### src/eumc_pkg.sv
// ****************************************************************
// shared constants for the extended usart configuration block
// ****************************************************************
package eumc_pkg;

    localparam int          ADDR_W       = 8;   // axi address width
    localparam int          DATA_W       = 32;  // axi data width
    localparam int          DIV_W        = 16;  // manchester divisor width

    // register byte offsets
    localparam logic [7:0]  OFS_CSIZE    = 8'h00;
    localparam logic [7:0]  OFS_EXTCTL   = 8'h04;
    localparam logic [7:0]  OFS_MSTAT    = 8'h08;
    localparam logic [7:0]  OFS_DIV_HI   = 8'h0C;
    localparam logic [7:0]  OFS_DIV_LO   = 8'h10;
    localparam logic [7:0]  OFS_IRQ_STS  = 8'h14;
    localparam logic [7:0]  OFS_IRQ_MSK  = 8'h18;

    // reset values
    localparam logic [7:0]  RST_CSIZE    = 8'h33;
    localparam logic [7:0]  RST_EXTCTL   = 8'h00;
    localparam logic [15:0] RST_DIV      = 16'h0000;

    // control register b: writable bits and positions
    localparam logic [7:0]  EXTCTL_WMASK = 8'h1B;
    localparam int          BIT_EXT_EN   = 4;
    localparam int          BIT_RX_STOP  = 3;
    localparam int          BIT_MAN_SEL  = 1;
    localparam int          BIT_ORDER    = 0;

    // status register c bit positions
    localparam int          BIT_MAN_FERR = 3;
    localparam int          BIT_LEN17    = 2;

    // interrupt status bit positions
    localparam int          IRQ_W        = 3;
    localparam int          IRQ_RXDONE   = 0;
    localparam int          IRQ_FERR     = 1;
    localparam int          IRQ_CFGBAD   = 2;

    // character size codes
    localparam logic [3:0]  CS_16OR17    = 4'hE;
    localparam logic [4:0]  BITS_NONE    = 5'h00;

    // axi responses
    localparam logic [1:0]  RESP_OKAY    = 2'h0;
    localparam logic [1:0]  RESP_SLVERR  = 2'h2;

    // operating modes, gray coded along the usual sequence
    typedef enum logic [2:0] {
        MODE_STD_ASYNC = 3'h0,
        MODE_STD_SYNC  = 3'h1,
        MODE_EXT_ALVL  = 3'h3,
        MODE_EXT_AMAN  = 3'h2,
        MODE_EXT_SLVL  = 3'h6,
        MODE_RSVD      = 3'h7
    } eumc_mode_t;

    // character size code to data bit count, zero for reserved codes
    function automatic logic [4:0] eumc_bits(input logic [3:0] code);
        logic [4:0] n;
        n = BITS_NONE;
        case (code)
            4'h0: n = 5'h05;
            4'h1: n = 5'h06;
            4'h2: n = 5'h07;
            4'h3: n = 5'h08;
            4'h7: n = 5'h09;
            4'h8: n = 5'h0D;
            4'h9: n = 5'h0E;
            4'hA: n = 5'h0F;
            4'hB: n = 5'h10;
            4'hF: n = 5'h11;
            default: n = BITS_NONE;
        endcase
        return n;
    endfunction

endpackage

### src/eumc_core.sv
`timescale 1ns/100ps
// How it works
// - rx size code picks 5..17 bits
// - tx size code same, 1110 reserved
// - extended enable selects extended or standard mode
// - rx stop select gives one or two
// - tx stop count from base stop control
// - manchester bit selects manchester or level coding, async only
// - mode from sync, manchester, extended bits
// - bit order bit selects lsb or msb
// - frame error flag set, valid until read
// - length flag tells 16 or 17 bits
// - stop values loaded only in manchester
// - 16-bit divisor, two bytes, reset zero
module eumc_core
    import eumc_pkg::*;
(
    input  wire logic                    aclk,
    input  wire logic                    aresetn,
    input  wire logic                    awvalid,
    output logic                         awready,
    input  wire logic [eumc_pkg::ADDR_W-1:0] awaddr,
    input  wire logic                    wvalid,
    output logic                         wready,
    input  wire logic [eumc_pkg::DATA_W-1:0] wdata,
    input  wire logic [3:0]              wstrb,
    output logic                         bvalid,
    input  wire logic                    bready,
    output logic [1:0]                   bresp,
    input  wire logic                    arvalid,
    output logic                         arready,
    input  wire logic [eumc_pkg::ADDR_W-1:0] araddr,
    output logic                         rvalid,
    input  wire logic                    rready,
    output logic [eumc_pkg::DATA_W-1:0]  rdata,
    output logic [1:0]                   rresp,
    input  wire logic                    sync_mode_select,
    input  wire logic                    tx_stop_bit_select,
    input  wire logic                    rx_busy,
    input  wire logic                    rx_frame_done,
    input  wire logic                    rx_frame_error,
    input  wire logic                    rx_len17,
    input  wire logic [1:0]              rx_stop_value,
    input  wire logic                    rx_buffer_read,
    output logic [4:0]                   rx_char_bits,
    output logic [4:0]                   tx_char_bits,
    output logic                         rx_16or17,
    output eumc_pkg::eumc_mode_t         op_mode,
    output logic                         extended_on,
    output logic                         manchester_on,
    output logic                         msb_first,
    output logic                         rx_two_stop,
    output logic                         tx_two_stop,
    output logic [eumc_pkg::DIV_W-1:0]   manchester_divisor,
    output logic                         bit_tick,
    output logic                         mid_tick,
    output logic                         irq
);
    import eumc_pkg::*;

    // ****************************************************************
    // state
    // ****************************************************************
    typedef struct packed {
        logic [7:0]        csize;      // character size control
        logic [7:0]        extctl;     // extended mode control
        logic [3:0]        mstat;      // manchester rx status
        logic [DIV_W-1:0]  div;        // manchester divisor
        logic [IRQ_W-1:0]  irq_sts;    // sticky events
        logic [IRQ_W-1:0]  irq_msk;    // event enables
        logic              cfg_bad;    // last reserved-config level
        logic              aw_rdy;
        logic              w_rdy;
        logic              aw_got;
        logic              w_got;
        logic [ADDR_W-1:0] aw_addr;
        logic [7:0]        w_byte;
        logic              w_lane0;
        logic              bvalid;
        logic [1:0]        bresp;
        logic              ar_rdy;
        logic              rvalid;
        logic [1:0]        rresp;
        logic [DATA_W-1:0] rdata;
        logic [4:0]        rx_bits;
        logic [4:0]        tx_bits;
        logic              rx_1617;
        eumc_mode_t        mode;
        logic              ext_on;
        logic              man_on;
        logic              msb_first;
        logic              rx_two;
        logic              tx_two;
        logic              irq;
    } eumc_state_t;

    eumc_state_t st_ff;   // registered state
    eumc_state_t nxt_st;  // next state

    logic              ext_now;   // extended mode from control now
    logic              man_now;   // manchester coding active now
    eumc_mode_t        mode_now;  // decoded mode now
    logic              bad_now;   // reserved selection in effect
    logic              aw_take;   // address handshake this cycle
    logic              w_take;    // data handshake this cycle
    logic              do_write;  // both halves present
    logic [ADDR_W-1:0] wr_addr;   // effective write address
    logic [7:0]        wr_byte;   // effective write byte
    logic              wr_lane0;  // low byte lane enabled
    logic [IRQ_W-1:0]  ev;        // event pulses
    logic [IRQ_W-1:0]  w1c;       // bits software clears
    logic [7:0]        rd_val;    // read mux
    logic              rd_hit;    // read address mapped
    logic              wr_hit;    // write address mapped
    logic              cnt_bit;   // counter bit tick
    logic              cnt_mid;   // counter mid tick

    // ****************************************************************
    // mode decode
    // ****************************************************************
    always_comb begin
        ext_now = st_ff.extctl[BIT_EXT_EN];
        // synchronous manchester is reserved, so no coding then
        man_now = ext_now && st_ff.extctl[BIT_MAN_SEL]
                  && !sync_mode_select;
        if (!ext_now) begin
            mode_now = sync_mode_select ? MODE_STD_SYNC
                                        : MODE_STD_ASYNC;
        end else if (!sync_mode_select) begin
            mode_now = st_ff.extctl[BIT_MAN_SEL] ? MODE_EXT_AMAN
                                                 : MODE_EXT_ALVL;
        end else begin
            mode_now = st_ff.extctl[BIT_MAN_SEL] ? MODE_RSVD
                                                 : MODE_EXT_SLVL;
        end
        // reserved codes only matter while extended mode is on
        bad_now = ext_now && ((mode_now == MODE_RSVD)
                  || (eumc_bits(st_ff.csize[7:4]) == BITS_NONE)
                  || ((eumc_bits(st_ff.csize[3:0]) == BITS_NONE)
                      && (st_ff.csize[3:0] != CS_16OR17))
                  || ((st_ff.csize[3:0] == CS_16OR17) && !man_now));
    end

    // ****************************************************************
    // bus handshake helpers
    // ****************************************************************
    always_comb begin
        aw_take  = awvalid && st_ff.aw_rdy;
        w_take   = wvalid && st_ff.w_rdy;
        do_write = (st_ff.aw_got || aw_take) && (st_ff.w_got || w_take)
                   && !st_ff.bvalid;
        wr_addr  = st_ff.aw_got ? st_ff.aw_addr : awaddr;
        wr_byte  = st_ff.w_got ? st_ff.w_byte : wdata[7:0];
        wr_lane0 = st_ff.w_got ? st_ff.w_lane0 : wstrb[0];
        wr_hit   = (wr_addr[1:0] == 2'h0) && (wr_addr <= OFS_IRQ_MSK);
    end

    // ****************************************************************
    // read mux, reserved bits read zero
    // ****************************************************************
    always_comb begin
        rd_hit = 1'b1;
        case (araddr)
            OFS_CSIZE:   rd_val = st_ff.csize;
            OFS_EXTCTL:  rd_val = st_ff.extctl & EXTCTL_WMASK;
            OFS_MSTAT:   rd_val = {4'h0, st_ff.mstat};
            OFS_DIV_HI:  rd_val = st_ff.div[15:8];
            OFS_DIV_LO:  rd_val = st_ff.div[7:0];
            OFS_IRQ_STS: rd_val = {5'h00, st_ff.irq_sts};
            OFS_IRQ_MSK: rd_val = {5'h00, st_ff.irq_msk};
            default: begin
                rd_val = 8'h00;
                rd_hit = 1'b0;
            end
        endcase
    end

    // ****************************************************************
    // next state
    // ****************************************************************
    always_comb begin
        nxt_st = st_ff;
        w1c    = '0;
        // write address and data channels, taken in either order
        if (aw_take) begin
            nxt_st.aw_rdy  = 1'b0;
            nxt_st.aw_got  = 1'b1;
            nxt_st.aw_addr = awaddr;
        end
        if (w_take) begin
            nxt_st.w_rdy   = 1'b0;
            nxt_st.w_got   = 1'b1;
            nxt_st.w_byte  = wdata[7:0];
            nxt_st.w_lane0 = wstrb[0];
        end
        if (do_write) begin
            nxt_st.aw_got = 1'b0;
            nxt_st.w_got  = 1'b0;
            nxt_st.bvalid = 1'b1;
            nxt_st.bresp  = wr_hit ? RESP_OKAY : RESP_SLVERR;
            if (wr_lane0) begin
                unique case (wr_addr)
                    OFS_CSIZE:   nxt_st.csize = wr_byte;
                    // reserved bits are dropped on write
                    OFS_EXTCTL:  nxt_st.extctl = wr_byte
                                     & EXTCTL_WMASK;
                    OFS_DIV_HI:  nxt_st.div[15:8] = wr_byte;
                    OFS_DIV_LO:  nxt_st.div[7:0] = wr_byte;
                    OFS_IRQ_STS: w1c = wr_byte[IRQ_W-1:0];
                    OFS_IRQ_MSK: nxt_st.irq_msk = wr_byte[IRQ_W-1:0];
                    // status c is hardware owned, writes are ignored
                    default: ;
                endcase
            end
        end
        if (st_ff.bvalid && bready) begin
            nxt_st.bvalid = 1'b0;
            nxt_st.aw_rdy = 1'b1;
            nxt_st.w_rdy  = 1'b1;
        end
        // read channel, one read at a time
        if (arvalid && st_ff.ar_rdy) begin
            nxt_st.ar_rdy = 1'b0;
            nxt_st.rvalid = 1'b1;
            nxt_st.rdata  = {24'h000000, rd_val};
            nxt_st.rresp  = rd_hit ? RESP_OKAY : RESP_SLVERR;
        end else if (st_ff.rvalid && rready) begin
            nxt_st.rvalid = 1'b0;
            nxt_st.ar_rdy = 1'b1;
        end
        // buffer read ends the validity of the per-frame flags
        if (rx_buffer_read) begin
            nxt_st.mstat[BIT_MAN_FERR] = 1'b0;
            nxt_st.mstat[BIT_LEN17]    = 1'b0;
        end
        // a completed frame wins over a read in the same cycle
        if (rx_frame_done && man_now) begin
            nxt_st.mstat[BIT_MAN_FERR] = rx_frame_error;
            nxt_st.mstat[BIT_LEN17] = (st_ff.csize[3:0] == CS_16OR17)
                                      && rx_len17;
            nxt_st.mstat[1:0] = rx_stop_value;
        end
        // events: set wins over write-one-to-clear
        ev[IRQ_RXDONE] = rx_frame_done;
        ev[IRQ_FERR]   = rx_frame_done && man_now && rx_frame_error;
        ev[IRQ_CFGBAD] = bad_now && !st_ff.cfg_bad;
        nxt_st.cfg_bad = bad_now;
        nxt_st.irq_sts = (st_ff.irq_sts & ~w1c) | ev;
        nxt_st.irq     = |(nxt_st.irq_sts & nxt_st.irq_msk);
        // registered configuration outputs
        nxt_st.ext_on    = ext_now;
        nxt_st.mode      = mode_now;
        nxt_st.man_on    = man_now;
        nxt_st.msb_first = st_ff.extctl[BIT_ORDER];
        nxt_st.rx_two    = ext_now && st_ff.extctl[BIT_RX_STOP];
        nxt_st.tx_two    = tx_stop_bit_select;
        // in standard mode the base usart owns the character size
        nxt_st.rx_1617 = ext_now && man_now
                         && (st_ff.csize[3:0] == CS_16OR17);
        nxt_st.rx_bits = !ext_now ? BITS_NONE
                       : nxt_st.rx_1617 ? 5'h10
                       : eumc_bits(st_ff.csize[3:0]);
        nxt_st.tx_bits = ext_now ? eumc_bits(st_ff.csize[7:4])
                                 : BITS_NONE;
    end

    // ****************************************************************
    // state register
    // ****************************************************************
    always_ff @(posedge aclk) begin
        if (!aresetn) begin
            st_ff        <= '0;
            st_ff.csize  <= RST_CSIZE;
            st_ff.extctl <= RST_EXTCTL;
            st_ff.div    <= RST_DIV;
            st_ff.aw_rdy <= 1'b1;
            st_ff.w_rdy  <= 1'b1;
            st_ff.ar_rdy <= 1'b1;
            st_ff.mode   <= MODE_STD_ASYNC;
        end else begin
            st_ff <= nxt_st;
        end
    end

    // ****************************************************************
    // manchester bit period counter
    // ****************************************************************
    eumc_baud_cnt #(
        .DIV_W    (DIV_W)
    ) u_baud (
        .aclk     (aclk),
        .aresetn  (aresetn),
        .run      (rx_busy && man_now),
        .max_cnt  (st_ff.div),
        .bit_tick (cnt_bit),
        .mid_tick (cnt_mid)
    );

    // ****************************************************************
    // outputs
    // ****************************************************************
    assign awready            = st_ff.aw_rdy;
    assign wready             = st_ff.w_rdy;
    assign bvalid             = st_ff.bvalid;
    assign bresp              = st_ff.bresp;
    assign arready            = st_ff.ar_rdy;
    assign rvalid             = st_ff.rvalid;
    assign rdata              = st_ff.rdata;
    assign rresp              = st_ff.rresp;
    assign rx_char_bits       = st_ff.rx_bits;
    assign tx_char_bits       = st_ff.tx_bits;
    assign rx_16or17          = st_ff.rx_1617;
    assign op_mode            = st_ff.mode;
    assign extended_on        = st_ff.ext_on;
    assign manchester_on      = st_ff.man_on;
    assign msb_first          = st_ff.msb_first;
    assign rx_two_stop        = st_ff.rx_two;
    assign tx_two_stop        = st_ff.tx_two;
    assign manchester_divisor = st_ff.div;
    assign bit_tick           = cnt_bit;
    assign mid_tick           = cnt_mid;
    assign irq                = st_ff.irq;
endmodule

### src/eumc_baud_cnt.sv
`timescale 1ns/100ps
// ****************************************************************
// manchester receiver bit period counter
// ****************************************************************
module eumc_baud_cnt #(
    parameter int DIV_W = 16
) (
    input  wire logic             aclk,
    input  wire logic             aresetn,
    input  wire logic             run,
    input  wire logic [DIV_W-1:0] max_cnt,
    output logic                  bit_tick,
    output logic                  mid_tick
);

    // whole state of the counter
    typedef struct packed {
        logic [DIV_W-1:0] cnt;
        logic             bit_tick;
        logic             mid_tick;
    } eumc_cnt_t;

    eumc_cnt_t cnt_ff;   // registered state
    eumc_cnt_t nxt_cnt;  // next state

    // ****************************************************************
    // counting
    // ****************************************************************
    // the live divisor is used; changing it mid-frame skews the frame
    always_comb begin
        nxt_cnt          = cnt_ff;
        nxt_cnt.bit_tick = 1'b0;
        nxt_cnt.mid_tick = 1'b0;
        if (!run) begin
            nxt_cnt.cnt = '0;
        end else if (cnt_ff.cnt >= max_cnt) begin
            nxt_cnt.cnt      = '0;
            nxt_cnt.bit_tick = 1'b1;
        end else begin
            nxt_cnt.cnt      = cnt_ff.cnt + 1'b1;
            nxt_cnt.mid_tick = (cnt_ff.cnt == (max_cnt >> 1));
        end
    end

    // register the state
    always_ff @(posedge aclk) begin
        if (!aresetn) begin
            cnt_ff <= '0;
        end else begin
            cnt_ff <= nxt_cnt;
        end
    end

    assign bit_tick = cnt_ff.bit_tick;
    assign mid_tick = cnt_ff.mid_tick;
endmodule

### config.mk
export PLATFORM = sky130hd
export DESIGN_NAME = eumc_core
export DESIGN_NICKNAME = d
export VERILOG_FILES = /design/src/eumc_pkg.sv /design/src/eumc_core.sv /design/src/eumc_baud_cnt.sv
export SDC_FILE = /design/constraint.sdc
export NUM_CORES = 1
export LEC_CHECK = 0
export BUFFER_PORTS_ARGS = -buffer_cell sky130_fd_sc_hd__buf_2
export CELL_PAD_IN_SITES_DETAIL_PLACEMENT = 0
export CELL_PAD_IN_SITES_GLOBAL_PLACEMENT = 1
export CORE_ASPECT_RATIO = 1.5
export CORE_UTILIZATION = 36
export CTS_CLUSTER_DIAMETER = 40
export DETAILED_ROUTE_END_ITERATION = 7
export PLACE_DENSITY = 0.85
export SETUP_SLACK_MARGIN = 0.05
export SLEW_MARGIN = 20
export SYNTH_ARGS = -nofsm -noshare
export SYNTH_HDL_FRONTEND = slang
export SYNTH_SLANG_ARGS = --single-unit
### constraint.sdc
create_clock -name aclk -period 2.5 [get_ports aclk]
set_input_delay 0.25 -clock aclk [delete_from_list [all_inputs] [get_ports aclk]]
set_output_delay 0.25 -clock aclk [all_outputs]
set_load 0.01 [all_outputs]
# --- Yosys cells after proc, flatten, opt, wreduce, memory -nomap -nowiden ---
# Memory sizes are Yosys's and may differ from the RTL's. A register that Yosys moved wholly into a read port is not among the register bits.
# Cells that the tools add are included.
op_classes:
  bitwise: 7
  reduce_logical: 50
  muxes: 30
  n_addsub: 1
  n_lt_le_gt_ge: 2
  eq_ne: 15
op_table:
  columns: ["cell", "n"]
  rows:
  - ["8-bit one-hot mux with 7 select lines", 1]
  - ["8-bit by 5-bit == test with 1-bit output (second input constant)", 6]
  - ["4-bit two-way mux", 7]
  - ["8-bit by 4-bit == test with 1-bit output (second input constant)", 3]
  - ["3-bit two-way mux", 8]
  - ["1-bit logical AND", 21]
  - ["16-bit by 1-bit adder with 16-bit output (second input constant)", 1]
  - ["16-bit by 15-bit == test with 1-bit output", 1]
  - ["8-bit by 3-bit == test with 1-bit output (second input constant)", 2]
  - ["16-bit >= comparator", 1]
  - ["8-bit zero test", 2]
  - ["8-bit two-way mux", 2]
  - ["3-bit AND reduction", 4]
  - ["5-bit zero test", 2]
  - ["2-bit two-way mux", 5]
  - ["3-bit OR reduction", 3]
  - ["8-bit by 5-bit less-or-equal comparator with 1-bit output (second input constant)", 1]
  - ["7-bit OR reduction", 1]
  - ["3-bit AND", 2]
  - ["1-bit two-way mux", 6]
  - ["1-bit zero test", 5]
  - ["1-bit logical OR", 5]
  - ["5-bit two-way mux", 1]
  - ["4-bit == test (second input constant)", 1]
  - ["9 further kinds", 14]
totals:
  rom_bits: 320
  elab_cells: 144
  out_inout_bits: 79
  register_bits: 108
  n_memories: 4
memory_table:
  columns: ["memory", "words", "width", "rd", "rd_ports_with_merged_regs", "wr", "line", "rtl"]
  rows:
  - ["(no name shown)", 16, 5, 1, 1, 0, "eumc_pkg.sv:63", "case (code)"]
  - ["(no name shown)", 16, 5, 1, 1, 0, "eumc_pkg.sv:63", null]
  - ["(no name shown)", 16, 5, 1, 1, 0, "eumc_pkg.sv:63", null]
  - ["(no name shown)", 16, 5, 1, 1, 0, "eumc_pkg.sv:63", null]

# --- Longest topological paths before layout ---
# Gate-level depths: netlist of the first run.
depth:
  depth_word: 12
  mapped_depth: 11
  depth_no_buf: 9

# --- Hierarchy ---
# Synthesis of the first run repeated with hierarchy kept, for this count alone.
unflattened:
  hier_cells: 682
  hier_area_um2: 6108.4
by_module_without_submodules:
  columns: ["module", "seq_area_each_um2", "cells_per_inst", "instances", "area_per_inst_um2"]
  rows:
  - ["eumc_core", 2042.0, 524, 1, 4712.0]
  - ["eumc_baud_cnt", 360.3, 158, 1, 1396.3]

# --- Worst setup path before layout of the first run ---
# OpenSTA, ideal clock, no wires.
synth_path:
  path_kind: "flip-flop to flip-flop"
  from: "register st_ff[77] (netlist name)"
  to: "register with a tool-made name"
  arrival_ns: 2.352
  path_slack_ns: 0.028
  path_stages_with_launch: 10
  n_path_buf: 3
  required_time_ns: 2.379
  setup_ns: 0.121
  path_cell_list: "dfxtp_1 > buf_4 > mux2_4 > or4_1 > buf_6 > buf_6 > mux2i_1 > nand2_1 > ha_1 > mux2_2"
synth_rtl:
  columns: ["element", "line", "rtl"]
  rows:
  - ["from (decl)", "eumc_core.sv:97", "eumc_state_t st_ff;"]
  - ["from (signal assigned)", "eumc_core.sv:281", "st_ff <= nxt_st;"]

==> run metrics, run 1 <==
Peak supply drop ~0.41 mV; Post-synth top cells dfxtp_1 (120), nor2_1 (81), nand2_1 (73); Root Buffer clkbuf_16; Required @ worst endpoint about 2.8 ns; max-slew violation count 0; CTS buffer count 17; Clock Path Buffers 2; wl on met1 ~6.1 mm; final hold violations 0; CTS tree built; Wirelength per Cell between 15 and 20 um; Worst Skew roughly 0.0095 ns; asr flop ratio synth 0%; WL met2 approximately 7.8 mm; Syn Inst Count roughly 680; post-synth top area share approximately 40%; leakage power between 3 and 4 nW; count leader, synth dfxtp_1; Routability Congestion around 0.83; Slew @ Worst Pin approximately 0.56 ns; Max-Slew Margin vs Limit between 60% and 70%; CORE AREA between 15000 and 20000 um^2; number of global-route vias before repair 4654; top_reg_cell synth dfxtp_1; # rows between 50 and 60; Pwr Total 4.54 mW; CP arrival about 2.8 ns; top layer in use met4; FMAX 0.401 GHz; Crit. End Element flip-flop; Hold Crit Class in2reg; PwrDens 634 nW/um^2; post-detailed-routing wire length roughly 15 mm; Final ANT Viol Nets 0; Die ar. 16900 um^2; initial antenna violation count 1; maximum number of pins on one net before global-route repair 17; Via density about 4.9; Synth Area per Inst between 8 and 9 um^2; Worst-Skew Late Latency ~0.42 ns; RSZ-0062 raised after global routing yes; vias between 4000 and 5000; register area share after synthesis between 40% and 50%; status completed; share of layout cells above drive strength 1 26.7%; clock transition at the registers of the reported paths ~0.060 ns; routed wl met3 just under 800 um; PortBufs 93; Tmin final about 2.5 ns; Yosys reg bits between 100 and 150; mapped cell area slightly below 6000 um^2; cell taking the most area after synthesis dfxtp_1; # Max-Cap Violations 0; DIE HEIGHT 159 um; worst setup path class reg2reg; dpl hpwl roughly 12 mm; first-pass GRT wire length 23.7 mm; DRC viols 0; die width approximately 110 um; number of synthesized flops with an enable pin 0; First-pass DRT Iterations 4; Final setup viols 0; Ys Warns 0; Initial Util between 30 and 40%; Area Growth Syn to Fin 21.2%; Initial DRC Count 230; worst-path fanout max 7; hold buffer count at cts 0; CTS Sinks 120; post-synth cell types 55; total global-route track usage a little under a fifth; Finished Layout Cells about 1000; crit start category flip-flop; setup TNS 0 ns; synth top area cells dfxtp_1 (41%), buf_4 (8.4%), nor2_1 (5.2%), nand2_1 (4.6%), ha_1 (4.2%); htree depth 4; Final period util 99.6%; global route overflow 0; num ports roughly 150; Total Nets Final slightly below 900; placed cells between 900 and 1000
==> worst max-delay path: stages (launching register included) <==
cell     delay (ns)
dfxtp_4        0.37
buf_12         0.11
buf_6          0.09
mux2i_2        0.21
o21ai_1        0.11
or4_4          0.60
buf_8          0.17
mux2i_4        0.18
nand2_2        0.08
ha_2           0.20
mux2_4         0.26
==> cells in the final DEF, fill, tap and decap left out, types with 15 or more instances in the layout <==
cell and count:
a21oi_1 45, and2_1 18, buf_2 93, buf_4 44
clkbuf_16 17, conb_1 26, dfxtp_1 119, ha_1 18
inv_1 27, mux2i_1 19, nand2_1 72, nand3_1 15
nor2_1 81, o21ai_0 18, xnor2_1 17
==> registers in the layout (all words and copies together), names as in the netlist, 3 cells and up, named ones only <==
| signal | flops |
|---|---|
| u_baud.cnt_ff | 16 |
| rdata | 8 |
| rx_char_bits | 5 |
| st_ff | 40 |
| op_mode | 3 |
| manchester_divisor | 16 |
| tx_char_bits | 5 |
==> cells by family (layout without fill, tap and decap cells) <==
| group | after synthesis | count (layout) | synth area share (%) |
|---|---|---|---|
| AOI/OAI and AO/OA | 114 | 114 | 12.0 |
| muxes | 35 | 35 | 6.66 |
| DFF | 120 | 120 | 40.7 |
| other | 1 | 27 | 0.0635 |
| and+or+nand+nor | 250 | 250 | 20.1 |
| xor gates and xnor gates | 30 | 30 | 4.45 |
| buffers and inverters | 114 | 200 | 11.7 |
| adders and majority gates | 20 | 20 | 4.24 |
==> final timing paths <==
path | slack, ns | startpoint | to | cells past startpoint
max | 0.009 | st_ff[77] | flip-flop | 10
min | 0.05 | awvalid | awready | 2
max reg2reg | 0.009 | st_ff[77] | flip-flop | 10
min reg2reg | 0.45 | flip-flop | rx_char_bits[0] | 1
==> per-layer routing <==
metal / vias to the layer above / GRT usage (%)
li1: 2454 / -
met1: 2247 / 20.1
met2: 158 / 32.6
met3: 27 / 4.02
met4: 0 / 8.72
met5: - / 0
==> timing repair <==
| item | in CTS | in global routing |
|---|---|---|
| gates resized for setup | 13 | 11 |
| pin swaps | 7 | 6 |
| setup endpoints to repair | 10 | 29 |
| buffers inserted | 11 | 0 |
==> power breakdown <==
group | switching (mW) | internal, mW | leakage [nW]
sequential | 0.0250 | 1.95 | 0.973
clock | 0.918 | 1.29 | 0.255
combinational | 0.206 | 0.146 | 1.88
total | 1.15 | 3.39 | 3.11
==> per-stage QoR <==
step | worst slack (ns) | area (um^2) | utilization (%) | hold slack [ns]
2_1_floorplan | 0.0694 | 6000 | - | 0.334
3_3_place_gp | -0.0906 | 6420 | 39.8 | 0.433
3_5_place_dp | -0.144 | 6420 | 39.8 | 0.437
4_1_cts | 0.0254 | 7100 | 44.1 | 0.0345
5_1_grt | -0.0578 | 7150 | 44.4 | 0.0645
6_report | 0.00910 | 7150 | 44.4 | 0.0465
==> final cells by class <==
| class | count | area [um^2] |
|---|---|---|
| Sequential cell | 120 | 2410 |
| Clock buffer | 18 | 439 |
| Antenna cell | 1 | 2.50 |
| Clock inverter | 14 | 101 |
| Tap cell | 206 | 258 |
| Inverter | 27 | 101 |
| Fill cell | 1616 | 8960 |
| Multi-Input combinational cell | 475 | 2990 |
| Timing Repair Buffer | 141 | 853 |
Note: power is estimated with default switching activity, not from simulation.
==> inputs of run 2 (changes only) <==
CORE_UTILIZATION = 37   (was 36)
CTS_BUF_LIST = sky130_fd_sc_hd__clkbuf_4 sky130_fd_sc_hd__clkbuf_8   (was not set)
PLACE_DENSITY = 0.87   (was 0.85)
==> run metrics, run 2 (synthesis results as in run 1) <==
Routability Congestion 0.813 (-1.6%); Final period util 98.1% (-1.5 points); DIE HEIGHT 157 um (-1.3%); First-pass DRT Iterations 4 (unchanged); status completed; final hold violations 0 (unchanged); Tmin final 2.45 ns (-0.0384 ns); PortBufs 93 (unchanged); Largest register FFs 40 (unchanged); DRC viols 0 (unchanged); worst setup path class reg2reg; number of global-route vias before repair 4580 (-1.6%); Initial DRC Count 188 (-18%); CTS buffer count 17 (unchanged); Wirelength per Cell 14.7 um (-2.8%); initial antenna violation count 1 (unchanged); worst hold slack 0.0342 ns (-0.0123 ns); Area Growth Syn to Fin 16.8%; Worst Skew 0.0102 ns (+0.000693 ns); vias 4833 (-1.1%); CP Cell Sequence nor4b_4, o221ai_2, or4_4, buf_6, nand2_1, o211ai_1, ha_2, buf_4, mux2_2; Total Nets Final 864 (-0.69%); dpl hpwl 11.2 mm (-3.1%); Die ar. 16500 um^2 (-2.7%); Crit. End Element flip-flop; num ports 147 (unchanged); CTS tree built; first-pass GRT wire length 23.2 mm (-2.0%); Largest Register st_ff; max incr delay on CP 0.57 ns (-0.03 ns); Final setup viols 0 (unchanged); Worst-Skew Late Latency 0.44 ns (+0.02 ns); clock transition at the registers of the reported paths 0.07 ns (about the same); Slowest-stage cell, CP or4_4; global route overflow 0 (unchanged); post-detailed-routing wire length 14.5 mm (-3.6%); GRT met3 Usage 5.58% (+1.6 points); Required @ worst endpoint 2.83 ns (+0.02 ns); # Max-Cap Violations 0 (unchanged); crit start category flip-flop; busiest grt layer met2; placed cells 954 (-0.42%); Global Route met1 Usage 20.2% (+0.14 points); RSZ-0062 raised after global routing yes; fillers 1549 (-4.1%); Final ANT Viol Nets 0 (unchanged); Peak supply drop 0.307 mV (-26%); FMAX 0.408 GHz (+1.6%); Hold Crit Class in2reg; CORE AREA 15600 um^2 (-3.1%); die width 105 um (-1.3%); htree depth 4 (unchanged); CTS Sinks 120 (unchanged); Finished Layout Cells 993 (-0.90%); max-slew violation count 0 (unchanged); # rows 56 (-1.8%); Via density 4.87 (-0.19%); most common cell after layout, fill and taps aside dfxtp_1; Max-Slew Margin vs Limit 57.6% (-5.0 points); most frequent cells in the layout dfxtp_1 (118), buf_2 (94), nor2_1 (80); met2 Use GR 32.4% (-0.20 points); Initial Util 37.8% (+1.2 points); PwrDens 581 nW/um^2 (-8.3%); share of layout cells above drive strength 1 25.2% (-1.4 points); Clock Path Buffers 2 (unchanged); maximum number of pins on one net before global-route repair 22 (+5); worst-path fanout max 7 (unchanged); Slew @ Worst Pin 0.633 ns (+0.0748 ns); final core utilization 44.1% (-0.27 points); total global-route track usage 18.4% (+0.17 points); leakage power 3.01 nW (-3.2%); CP arrival 2.78 ns (-0.02 ns); Root Buffer clkbuf_8
## run 2: cell count changes in the layout (fill, tap and decap cells not counted), sizes merged, moves of 2 or more
cell,previous run,this run
clkinvlp,5,2
inv,30,27
bufinv,0,2
dlygate4sd3,0,2
clkbuf,18,23
buf,141,133
## run 2: layer usage
| layer | share of wire, % | vias up |
|---|---|---|
| met3 | 6.0 | 24 |
| met1 | 42 | 2225 |
| met2 | 49 | 146 |
| li1 | - | 2438 |
| met5 | 0 | - |
| met4 | 2.7 | 0 |
## run 2: critical path: cells and delay by family, from the launching register on
kind                     cells  cell delay [ns]
adder cells (fa/ha/maj)      1             0.21
flip-flops                   1             0.40
multiplexers                 1             0.26
buffers and inverters        2             0.28
AO/OA/AOI/OAI                2             0.27
AND/OR/NAND/NOR              3             0.91
## run 2: where the power goes
group | switching (mW) | internal, mW | total (mW)
clock | 0.751 | 0.957 | 1.71
sequential | 0.0275 | 1.95 | 1.97
combinational | 0.192 | 0.135 | 0.327
total | 0.970 | 3.04 | 4.01
## run 2: worst paths after layout
check | from | endpoint | slack, ns | cells past startpoint
setup / recovery | st_ff[77] | flip-flop | 0.05 | 9
hold / removal | wvalid | wready | 0.03 | 2
hold reg to reg | rdata[4] | rdata[4] | 0.45 | 2
setup reg to reg | st_ff[77] | flip-flop | 0.05 | 9
## run 2: area by class of cell
cell class              count  area, um^2  share of cell area, %
clock inverters             9         100                   1.45
multi-input cells         475        2950                   42.8
diodes                      1        2.50                 0.0363
repair buffers            135         795                   11.5
well taps                 203         254                   3.68
flip-flops and latches    120        2410                   34.9
inverters                  27         101                   1.47
clock buffers              23         285                   4.14
## run 2: through the flow
step / TNS, ns / worst slack [ns] / cell area [um^2] / power (mW)
2_1_floorplan: 0 / 0.0694 / 6000 / 2.23
3_3_place_gp: -0.0760 / -0.0455 / 6400 / 2.32
3_5_place_dp: -0.148 / -0.0806 / 6400 / 2.33
4_1_cts: 0 / 0.0451 / 6870 / 4.05
5_1_grt: -0.104 / -0.0402 / 6890 / 4.17
6_report: 0 / 0.0475 / 6890 / 4.01
## run 2: timing repair
action,CTS,global route
hold buffers,2,0
pin swaps,4,2
endpoints found under the hold margin,2,0
buffers inserted,1,2
endpoints found under the setup margin,5,18
cloned,1,0
gates resized for setup,12,4
==> inputs of run 3 (changes only) <==
ABC_AREA = 1   (was not set)
CORE_UTILIZATION = 36   (was 37)
==> run metrics, run 3 <==
status completed; Worst-Skew Late Latency 0.44 ns (about the same); Hold Crit Class in2reg; CP Cell Sequence nand2_2, nand2_2, nand3_4, nor2_8, nand3_4, a21oi_1, o21ai_0, ha_1, inv_1, nand2_1, o21ai_1; Syn Inst Count 828 (+21%); Pwr Total 4.54 mW (+13%); Final period util 86.9% (-11 points); post-detailed-routing wire length 15.5 mm (+6.6%); CTS tree built; most common cell after layout, fill and taps aside nand2_1; number of global-route vias before repair 4849 (+5.9%); share of layout cells above drive strength 1 19.2% (-6.0 points); Via density 4.79 (-1.6%); Largest register FFs 40 (unchanged); global route overflow 0 (unchanged); max-slew violation count 0 (unchanged); Total Nets Final 977 (+13%); Final setup viols 0 (unchanged); htree depth 4 (unchanged); First-pass DRT Iterations 6 (+2); setup TNS 0 ns (unchanged); Final ANT Viol Nets 0 (unchanged); Top Family by Delay on Critical Path simple AND/OR/NAND/NOR gates; first-pass GRT wire length 24.2 mm (+4.1%); total global-route track usage 18.2% (-0.24 points); clock power share 47.8% (+5.2 points); Initial DRC Count 327 (+74%); Antenna diodes 0 (-1); top_reg_cell synth dfxtp_1; Root Buffer clkbuf_8; DRC viols 0 (unchanged); mapped cell area 6120 um^2 (+3.6%); Worst Skew 0.0141 ns (+0.00397 ns); crit start category flip-flop; dpl hpwl 11.9 mm (+6.3%); Initial Util 36.7% (-1.1 points); register area share after synthesis 39.3% (-1.4 points); num ports 147 (unchanged); Slew @ Worst Pin 1.04 ns (+0.404 ns); synth top area cells dfxtp_1 (39%), nand2_1 (9.0%), buf_4 (8.1%), inv_1 (5.7%), o21ai_0 (5.4%); FMAX 0.460 GHz (+13%); Area Growth Syn to Fin 12.8%; total net switching power 1.14 mW (+18%); worst-path fanout max 16 (+9); final hold violations 0 (unchanged); Int Power 3.39 mW (+12%); max incr delay on CP 0.41 ns (-0.16 ns); die width 108 um (+3.2%); Routability Congestion 0.824 (+1.3%); Max-Slew Margin vs Limit 30.2% (-27 points); RSZ-0062 raised after global routing no; number of setup buffers added after CTS 0 (-1); post-synth top area share 39.3% (-1.4 points); PwrDens 657 nW/um^2 (+13%); asr flop ratio synth 0% (unchanged); Peak supply drop 0.354 mV (+15%); maximum number of pins on one net before global-route repair 58 (+160%); sequential share of power 43.8% (-5.4 points); Synth Area per Inst 7.39 um^2 (-14%); # Max-Cap Violations 0 (unchanged); initial antenna violation count 0 (-1); DIE HEIGHT 162 um (+3.2%); Required @ worst endpoint 2.87 ns (+0.04 ns); leakage power 3.26 nW (+8.4%); PortBufs 93 (unchanged); Largest Register st_ff; Wirelength per Cell 13.9 um (-4.8%); CTS buffer count 17 (unchanged); CP bufs+invs 1 (-1); worst setup path class reg2reg; Crit. End Element flip-flop; CP arrival 2.55 ns (-0.23 ns); Comb power frac 8.4% (+0.2 points); post-synth cell types 46 (-16%); Yosys reg bits 120 (unchanged); Slowest-stage cell, CP dfxtp_1; CORE AREA 16700 um^2 (+6.8%); count leader, synth nand2_1; number of synthesized flops with an enable pin 0 (unchanged); CTS Sinks 120 (unchanged); Tmin final 2.17 ns (-0.279 ns); cell taking the most area after synthesis dfxtp_1; vias 5327 (+10%); Post-synth top cells nand2_1 (146), dfxtp_1 (120), inv_1 (93); Ys Warns 0 (unchanged); clock transition at the registers of the reported paths 0.07 ns (about the same); fillers 1762 (+14%); Clock Path Buffers 2 (unchanged); # rows 58 (+3.6%); Net Sw Frac 25.2% (+0.96 points); Die ar. 17500 um^2 (+6.4%); most frequent cells in the layout nand2_1 (146), dfxtp_1 (120), inv_1 (93), buf_2 (93), nor2_1 (81)
run 3: cell types whose count changed after synthesis, sizes merged, moves of 7 or more:
cell,previous run,this run
and2,19,1
mux2,11,0
nand2,73,158
nor2,81,89
a211oi,14,1
a22oi,7,0
inv,27,99
mux2i,22,0
a21oi,46,64
xnor2,17,4
o21ai,21,75
nand3,15,52
run 3: what timing repair did:
action	4_1_cts	5_1_grt
hold buffers	1	0
gates resized for setup	0	0
hold endpoints to repair	1	0
run 3: path summary, 6_finish.rpt:
path / startpoint / end / slack (ns) / cells after the start
min reg2reg: flip-flop / rx_char_bits[3] / 0.44 / 2
max reg2reg: awready / flip-flop / 0.33 / 11
max: awready / flip-flop / 0.33 / 11
min: rready / rvalid / 0.07 / 4
run 3: layer usage:
layer,routed length (um),global-route usage [%],share of wire (%)
met2,8390,32.9,54
met4,688,10.3,4.4
met5,0,0,0
met3,527,3.73,3.4
met1,5900,19.2,38
run 3: cells by family (layout without fill, tap and decap cells):
group | Yosys count | count (layout) | synth area share, %
buf+inv | 183 | 232 | 15.6
compound gates | 152 | 152 | 13.3
xor+xnor | 19 | 19 | 2.72
other cells | 1 | 26 | 0.0613
simple gates | 333 | 333 | 24.9
flops | 120 | 120 | 39.3
fa+ha+maj | 20 | 20 | 4.09
run 3: worst min-delay path: stages:
cell and delay, ns:
buf_2 0.09, inv_1 0.03, nand2_1 0.04, a21oi_1 0.05
run 3: cell type report:
class,instances,area [um^2],share of cell area (%)
repair buffers,99,513,7.43
multi-input cells,550,2850,41.3
clock inverters,14,244,3.53
well taps,210,263,3.81
flip-flops and latches,120,2400,34.8
inverters,101,382,5.53
clock buffers,18,248,3.59
run 3: power by group through the flow:
stage,clock network [mW],registers [mW],logic (mW)
2_1_floorplan,0,2.02,0.296
3_3_place_gp,0,2.03,0.377
3_5_place_dp,0,2.03,0.381
4_1_cts,2.22,1.98,0.383
5_1_grt,2.30,1.99,0.428
6_report,2.17,1.98,0.381
run 3: per-stage QoR:
stage	std cells	area [um^2]	utilization (%)	setup WS, ns	hold slack (ns)
global route	1112	6900	41.4	0.0709	0.0615
global placement	1079	6400	38.4	0.358	0.431
floorplan	853	6210	-	0.623	0.348
CTS	1112	6900	41.4	0.313	0.0511
finish	1112	6900	41.4	0.327	0.0701
detailed placement	1079	6400	38.4	0.344	0.432
